==> config.mk <==
export PLATFORM = sky130hd
export DESIGN_NAME = return_and_option_ops
export DESIGN_NICKNAME = d
export VERILOG_FILES = /design/src/shared/retop_pkg.sv /design/src/verilog/retop_reg8.sv /design/src/verilog/return_and_option_ops.sv
export SDC_FILE = /design/constraint.sdc
export NUM_CORES = 1
export LEC_CHECK = 0
export BUFFER_PORTS_ARGS = -buffer_cell sky130_fd_sc_hd__buf_2
export CELL_PAD_IN_SITES_DETAIL_PLACEMENT = 1
export CELL_PAD_IN_SITES_GLOBAL_PLACEMENT = 1
export CORE_MARGIN = 2
export CORE_UTILIZATION = 28
export DETAILED_ROUTE_END_ITERATION = 10
export PLACE_DENSITY = 0.85
export SYNTH_ARGS = -nofsm -noshare
export SYNTH_HDL_FRONTEND = slang
export SYNTH_SLANG_ARGS = --single-unit
==> constraint.sdc <==
create_clock -name clk_in -period 1.6 [get_ports clk_in]
set_input_delay 0.08 -clock clk_in [delete_from_list [all_inputs] [get_ports clk_in]]
set_output_delay 0.08 -clock clk_in [all_outputs]
set_load 0.1 [all_outputs]
==> src/shared/retop_pkg.sv <==
// constants and carrier types for the return and option-load decoder
package retop_pkg;
  localparam int          INSTR_W          = 14;
  localparam int          PC_W             = 13;
  localparam int          CLK_MHZ          = 40;
  localparam int          CYCLE_NS         = 100;                    // one instruction cycle
  localparam int          QUARTER_CLKS     = (CYCLE_NS * CLK_MHZ) / 4000;
  localparam logic [1:0]  Q_LAST           = 2'(QUARTER_CLKS * 4 - 1);
  localparam int          RET_CYCLES       = 2;
  localparam int          IRQ_EN_BIT       = 7;                      // enable bit of irq control
  localparam logic [13:0] OP_RETFI         = 14'h0009;
  localparam logic [13:0] OP_RETURN        = 14'h0008;
  localparam logic [13:0] OP_OPTLOAD       = 14'h0062;
  localparam logic [5:0]  OP_RETLIT_HI     = 6'h34;                  // 11 01xx
  localparam logic [3:0]  OP_RETLIT_MASKHI = 4'hD;
  localparam logic [7:0]  OPTION_RESET     = 8'hFF;
  localparam logic [7:0]  IRQCTL_RESET     = 8'h00;

  typedef enum logic [2:0] {
    DEC_NONE,
    DEC_RETFI,
    DEC_RETURN,
    DEC_RETLIT,
    DEC_OPTLOAD
  } dec_kind_t;

  // software access to the option or irq control register by ordinary addressing
  typedef struct packed {
    logic       wr;
    logic [7:0] data;
  } reg_wr_t;
endpackage

==> src/verilog/retop_reg8.sv <==
// eight-bit register with reset value and two write ports
`timescale 1ns/100ps
module retop_reg8 #(
  parameter logic [7:0] RESET_VALUE = 8'h00
) (
  // clock and reset
  input  wire logic       clk_in,
  input  wire logic       reset_n_in,
  // write ports, port a has priority
  input  wire logic       wr_a_in,
  input  wire logic [7:0] data_a_in,
  input  wire logic       wr_b_in,
  input  wire logic [7:0] data_b_in,
  // stored value
  output logic      [7:0] q_out
);
  // store the winning write
  always_ff @(posedge clk_in) begin
    if (!reset_n_in) begin
      q_out <= RESET_VALUE;
    end else if (wr_a_in) begin
      q_out <= data_a_in;
    end else if (wr_b_in) begin
      q_out <= data_b_in;
    end
  end
endmodule // retop_reg8

==> src/verilog/return_and_option_ops.sv <==
// decoder and executor for return, literal-return, interrupt-return and option-load ops
// Operation
// - interrupt return pops stack into program counter
// - interrupt return sets global enable, flags untouched
// - interrupt return takes two cycles, second idle
// - option-load copies accumulator to option register
// - option register also reachable by ordinary addressing
// - literal return loads accumulator, pops, two cycles
`timescale 1ns/100ps
module return_and_option_ops (
  // clock and reset
  input  wire logic                           clk_in,
  input  wire logic                           reset_n_in,
  // instruction fetch
  input  wire logic                           instr_valid_in,
  input  wire logic [retop_pkg::INSTR_W-1:0]  instr_in,
  // core state
  input  wire logic [7:0]                     accum_in,
  input  wire logic [retop_pkg::PC_W-1:0]     stack_top_in,
  input  wire retop_pkg::reg_wr_t             option_wr_in,
  input  wire retop_pkg::reg_wr_t             irqctl_wr_in,
  // core updates
  output logic                                q_phase_end_out,
  output logic                                busy_out,
  output logic                                stack_pop_out,
  output logic                                pc_load_out,
  output logic [retop_pkg::PC_W-1:0]          pc_value_out,
  output logic                                accum_wr_out,
  output logic [7:0]                          accum_value_out,
  output logic [7:0]                          option_out,
  output logic [7:0]                          interrupt_control_reg_out,
  output logic                                global_irq_enable_out
);

  // decode one instruction word; used for issue and for checking
  function automatic retop_pkg::dec_kind_t decode(input logic [13:0] w);
    if (w == retop_pkg::OP_RETFI)
      return retop_pkg::DEC_RETFI;
    else if (w == retop_pkg::OP_RETURN)
      return retop_pkg::DEC_RETURN;
    else if (w == retop_pkg::OP_OPTLOAD)
      return retop_pkg::DEC_OPTLOAD;
    else if (w[13:10] == retop_pkg::OP_RETLIT_MASKHI)
      return retop_pkg::DEC_RETLIT;
    else
      return retop_pkg::DEC_NONE;
  endfunction

  typedef enum logic [1:0] {ST_FETCH, ST_FLUSH} seq_t;

  logic [1:0]            q_phase;
  logic                  cycle_end;
  seq_t                  state;
  retop_pkg::dec_kind_t  kind;
  logic                  issue;
  logic                  opt_from_op;
  logic                  irq_set;
  logic [7:0]            irqctl_q;
  logic [7:0]            next_irqctl;

  assign kind      = decode(instr_in);
  assign cycle_end = (q_phase == retop_pkg::Q_LAST);
  assign issue     = cycle_end && instr_valid_in && (state == ST_FETCH);

  // four-phase divider of the core clock
  always_ff @(posedge clk_in) begin
    if (!reset_n_in) begin
      q_phase         <= 2'h0;
      q_phase_end_out <= 1'b0;
    end else begin
      q_phase         <= cycle_end ? 2'h0 : q_phase + 2'h1;
      q_phase_end_out <= (q_phase == retop_pkg::Q_LAST - 2'h1);
    end
  end

  // two-cycle sequencing: returns spend one idle cycle after the pop
  always_ff @(posedge clk_in) begin
    if (!reset_n_in) begin
      state <= ST_FETCH;
    end else if (cycle_end) begin
      case (state)
        ST_FETCH: begin
          if (instr_valid_in && kind inside {retop_pkg::DEC_RETFI, retop_pkg::DEC_RETURN,
                                             retop_pkg::DEC_RETLIT}) begin
            state <= ST_FLUSH;
          end
        end
        ST_FLUSH: state <= ST_FETCH;
        default:  state <= ST_FETCH;
      endcase
    end
  end

  // stack pop and program counter reload, one pulse per return
  always_ff @(posedge clk_in) begin
    if (!reset_n_in) begin
      stack_pop_out <= 1'b0;
      pc_load_out   <= 1'b0;
      pc_value_out  <= '0;
      busy_out      <= 1'b0;
    end else begin
      stack_pop_out <= issue && kind inside {retop_pkg::DEC_RETFI, retop_pkg::DEC_RETURN,
                                             retop_pkg::DEC_RETLIT};
      pc_load_out   <= issue && kind inside {retop_pkg::DEC_RETFI, retop_pkg::DEC_RETURN,
                                             retop_pkg::DEC_RETLIT};
      if (issue) begin
        pc_value_out <= stack_top_in;
      end
      // busy covers the four clocks of the idle cycle only, dropping at its end
      busy_out      <= (state == ST_FLUSH && !cycle_end) ||
                       (issue && kind != retop_pkg::DEC_NONE &&
                        kind != retop_pkg::DEC_OPTLOAD);
    end
  end

  // accumulator write for literal return; plain returns leave it alone
  always_ff @(posedge clk_in) begin
    if (!reset_n_in) begin
      accum_wr_out    <= 1'b0;
      accum_value_out <= 8'h00;
    end else begin
      accum_wr_out <= issue && kind == retop_pkg::DEC_RETLIT;
      if (issue && kind == retop_pkg::DEC_RETLIT) begin
        accum_value_out <= instr_in[7:0];
      end
    end
  end

  // option register: op load or direct addressed write
  assign opt_from_op = issue && kind == retop_pkg::DEC_OPTLOAD;

  retop_reg8 #(
    .RESET_VALUE (retop_pkg::OPTION_RESET)
  ) option_reg (
    .clk_in     (clk_in),
    .reset_n_in (reset_n_in),
    .wr_a_in    (opt_from_op),
    .data_a_in  (accum_in),
    .wr_b_in    (option_wr_in.wr),
    .data_b_in  (option_wr_in.data),
    .q_out      (option_out)
  );

  // interrupt control: hardware enable set wins over software write
  assign irq_set = issue && kind == retop_pkg::DEC_RETFI;
  always_comb begin
    next_irqctl = irqctl_q;
    if (irqctl_wr_in.wr) begin
      next_irqctl = irqctl_wr_in.data;
    end
    if (irq_set) begin
      next_irqctl[retop_pkg::IRQ_EN_BIT] = 1'b1;
    end
  end

  always_ff @(posedge clk_in) begin
    if (!reset_n_in) begin
      irqctl_q <= retop_pkg::IRQCTL_RESET;
    end else begin
      irqctl_q <= next_irqctl;
    end
  end

  assign interrupt_control_reg_out = irqctl_q;
  assign global_irq_enable_out     = irqctl_q[retop_pkg::IRQ_EN_BIT];
endmodule // return_and_option_ops

==> flow_metrics.py <==
metrics = {
    "detailed_routing": {
        "drt_wl_total_microns": 4979,
        "m1WireLength_microns": 1915,
        "routed-wl-met2_microns": 2691,
        "viasPerCell": 4.490,
        "top_layer": "met4",
        "drc": 0,
        "drtIter0Drc": 23,
        "antenna_left": 0,
        "wl_per_cell_microns": 13.64,
        "firstDrtPassIters": 4,
        "wl_met3_microns": 336,
        "route.vias.total": 1639,
    },
    "synthesis": {
        "synthFlopType": "dfxtp_1",
        "syn-instance-count": 186,
        "syn_area_sq_um": 1833,
        "yosysSeqAreaShare": 0.4805,
        "synth_seq_cells": 44,
        "syn_avg_cell_area_sq_um": 9.855,
        "synth_cell_type_count": 26,
        "yosys_warnings": 0,
        "synth_edf_count": 0,
        "synth_fp_nets": 244,
        "synthArstFlopShare": 0,
    },
    "worst_setup_path": {
        "cp_max_fo": 8,
        "cp.arrival_ns": 1.68,
        "path_delay_family": "flip-flops",
        "path_class": "flop to flop",
        "timing.rr.start": "q_phase[0]",
        "critical_path.startpoint": "q_phase[0]",
        "cpMaxStageDelayCell": "dfxtp_2",
        "critPathBufInv": 1,
        "worst_setup_path_end_kind": "flop",
        "cp_cell_sequence": "ha_4 > nand3b_1 > nor4_4 > buf_6 > mux2_2",
        "worst_setup_path_start_kind": "flop",
        "worstPathRequired_ns": 1.77,
        "slowest_delay_ns": 0.37,
    },
    "timing": {
        "maxSlewHeadroom": 0.6662,
        "setup_tns_ns": 0,
        "clock_skew_ns": 0.006462,
        "post-route-period-util": 0.9444,
        "drv_slew": 0,
        "min_period_ns": 1.511,
        "rsz0062_at_grt": "false",
        "fmax_mhz": 661.8,
        "worstMarginPinSlew_ns": 0.4937,
        "hold_viol": 0,
        "setup_violations": 0,
    },
    "placement": {
        "place_area_sq_um": 2420,
        "gp_congestion": 0.7621,
        "portBuffers": 98,
        "place.detailed.hpwl_microns": 3978,
    },
    "layout": {
        "area.sequential_sq_um": 883.3,
        "antennaDiodeCount": 0,
        "final_area_sq_um": 2549,
        "finish.utilization": 0.4014,
        "fillers": 751,
        "multi_input_area_sq_um": 909.6,
        "drive_gt1_frac": 0.4410,
        "nets": 345,
        "area_delta_synth_final_pct": 39.04,
    },
    "clocking": {
        "ctsHoldBuffers": 0,
        "cts-buffers-inserted": 5,
        "clkLatencyLatePin_ns": 0.28,
        "htreeDepth": 2,
        "clockRootBuffer": "clkbuf_8",
        "cts_tree": "yes",
        "clockBufferDepth": 2,
        "path_clk_slew_ns": 0.08,
        "cts_sinks": 44,
    },
    "power_and_ir_drop": {
        "worst_ir_drop_vdd_uv": 503.2,
        "p_leak_nw": 1.149,
        "power.density_nw_per_um2": 930.8,
    },
    "die": {
        "die_area_sq_um": 7210,
        "ios": 99,
        "die_height_microns": 84.91,
        "initial_core_util": 0.2887,
        "row_count": 29,
        "core_region_area_sq_um": 6350,
        "fp.dieW_microns": 84.91,
    },
    "worst_hold_path": {
        "min-delay-path-class": "input port to flop",
        "hold_start": "stack_top_in[7]",
    },
    "outcome": {
        "status": "completed",
    },
    "global_routing": {
        "grt_pass1_wl_microns": 8086,
        "grt_usage": 0.1386,
        "overflow": 0,
        "first_global_vias": 1777,
        "grt_max_degree": 21,
        "antenna_found_initial": 0,
    },
    "job": {
        "cap_violations": 0,
    },
}
[tightest hold or removal path: cells and delay by family]
kind	cells	cell delay, ns
simple gates	1	0.04
compound gates	1	0.06
buf+inv	1	0.10
[sequential cells by signal, indices dropped and copies added (netlist names)]
register / cells
accum_value_out: 8
accum_wr_out: 1
busy_out: 1
interrupt_control_reg_out: 8
option_reg.q_out: 8
pc_load_out: 1
pc_value_out: 13
q_phase: 2
q_phase_end_out: 1
state: 1
[synthesized netlist by cell type, types with 2 or more instances]
| master | count | share of area |
|---|---|---|
| a21boi_0 | 13 | 0.053 |
| buf_4 | 2 | 0.0082 |
| clkbuf_1 | 10 | 0.020 |
| dfxtp_1 | 44 | 0.48 |
| ha_1 | 2 | 0.014 |
| inv_1 | 2 | 0.0041 |
| mux2_2 | 9 | 0.055 |
| mux2i_1 | 23 | 0.13 |
| nand2_1 | 36 | 0.074 |
| nand2b_1 | 9 | 0.031 |
| nand4b_1 | 2 | 0.0096 |
| nor2_1 | 4 | 0.0082 |
| nor2b_1 | 15 | 0.051 |
| nor3_1 | 2 | 0.0055 |
| o21bai_1 | 2 | 0.0082 |
[logic make-up after synthesis]
kind of cell / count (synthesis) / synth area share
fa+ha+maj: 2 / 0.01365
compound gates: 17 / 0.06825
buf+inv: 14 / 0.03277
mux: 32 / 0.1809
flops: 44 / 0.4805
simple gates: 77 / 0.2239
[final timing paths]
| path | end | slack, ns | depth (start not counted) |
|---|---|---|---|
| worst max-delay path | option_reg.q_out[0] | 0.09 | 5 |
| worst min-delay path | pc_value_out[7] | 0.04 | 3 |
| worst max register to register | option_reg.q_out[0] | 0.09 | 5 |
| worst min register to register | q_phase[0] | 0.46 | 1 |
[power breakdown]
| group | leakage [nW] | total (mW) | internal [mW] | switching [mW] |
|---|---|---|---|---|
| Combinational | 0.744 | 0.505 | 0.141 | 0.364 |
| Clock | 0.0455 | 0.709 | 0.353 | 0.356 |
| Sequential | 0.359 | 1.16 | 1.14 | 0.0227 |
[layout by cell type (no fill, tap or decap), drive strengths merged, types with 5 or more instances in the layout]
| cell type | Yosys | final |
|---|---|---|
| dfxtp | 44 | 44 |
| mux2 | 9 | 9 |
| buf | 2 | 106 |
| a21boi | 13 | 13 |
| nor2 | 5 | 5 |
| nand2b | 9 | 9 |
| nor2b | 15 | 15 |
| mux2i | 23 | 23 |
| clkbuf | 10 | 8 |
| nand2 | 36 | 36 |
[what timing repair did]
action | CTS | global route
endpoints found under the setup margin | 14 | 17
hold endpoints to repair | 0 | 0
gates resized for setup | 3 | 5
pin swaps | 2 | 1
buffers inserted | 1 | 0
[per-stage QoR]
step           instances  power [mW]  setup WS, ns  hold WS, ns
2_1_floorplan        186       1.547       -0.1102       0.2249
3_3_place_gp         356       1.673      -0.01038       0.3297
3_5_place_dp         356       1.686      -0.08518       0.3456
4_1_cts              365       2.404       0.01111      0.03128
5_1_grt              365       2.482       0.02063      0.04629
6_report             365       2.372       0.08899      0.04032
[routing by layer]
layer / GRT usage / up-vias
met2: 0.2670 / 52
met1: 0.1446 / 766
met3: 0.04475 / 4
met5: 0 / -
met4: 0.03319 / 0
li1: - / 817
[cell type report]
type / count / area share
tap: 77 / 0.03780
timing repair buffer: 106 / 0.2204
multi-input combinational: 128 / 0.3569
sequential: 44 / 0.3466
inverter: 2 / 0.002946
clock buffer: 8 / 0.03535
(Power assumes the default switching activity.)
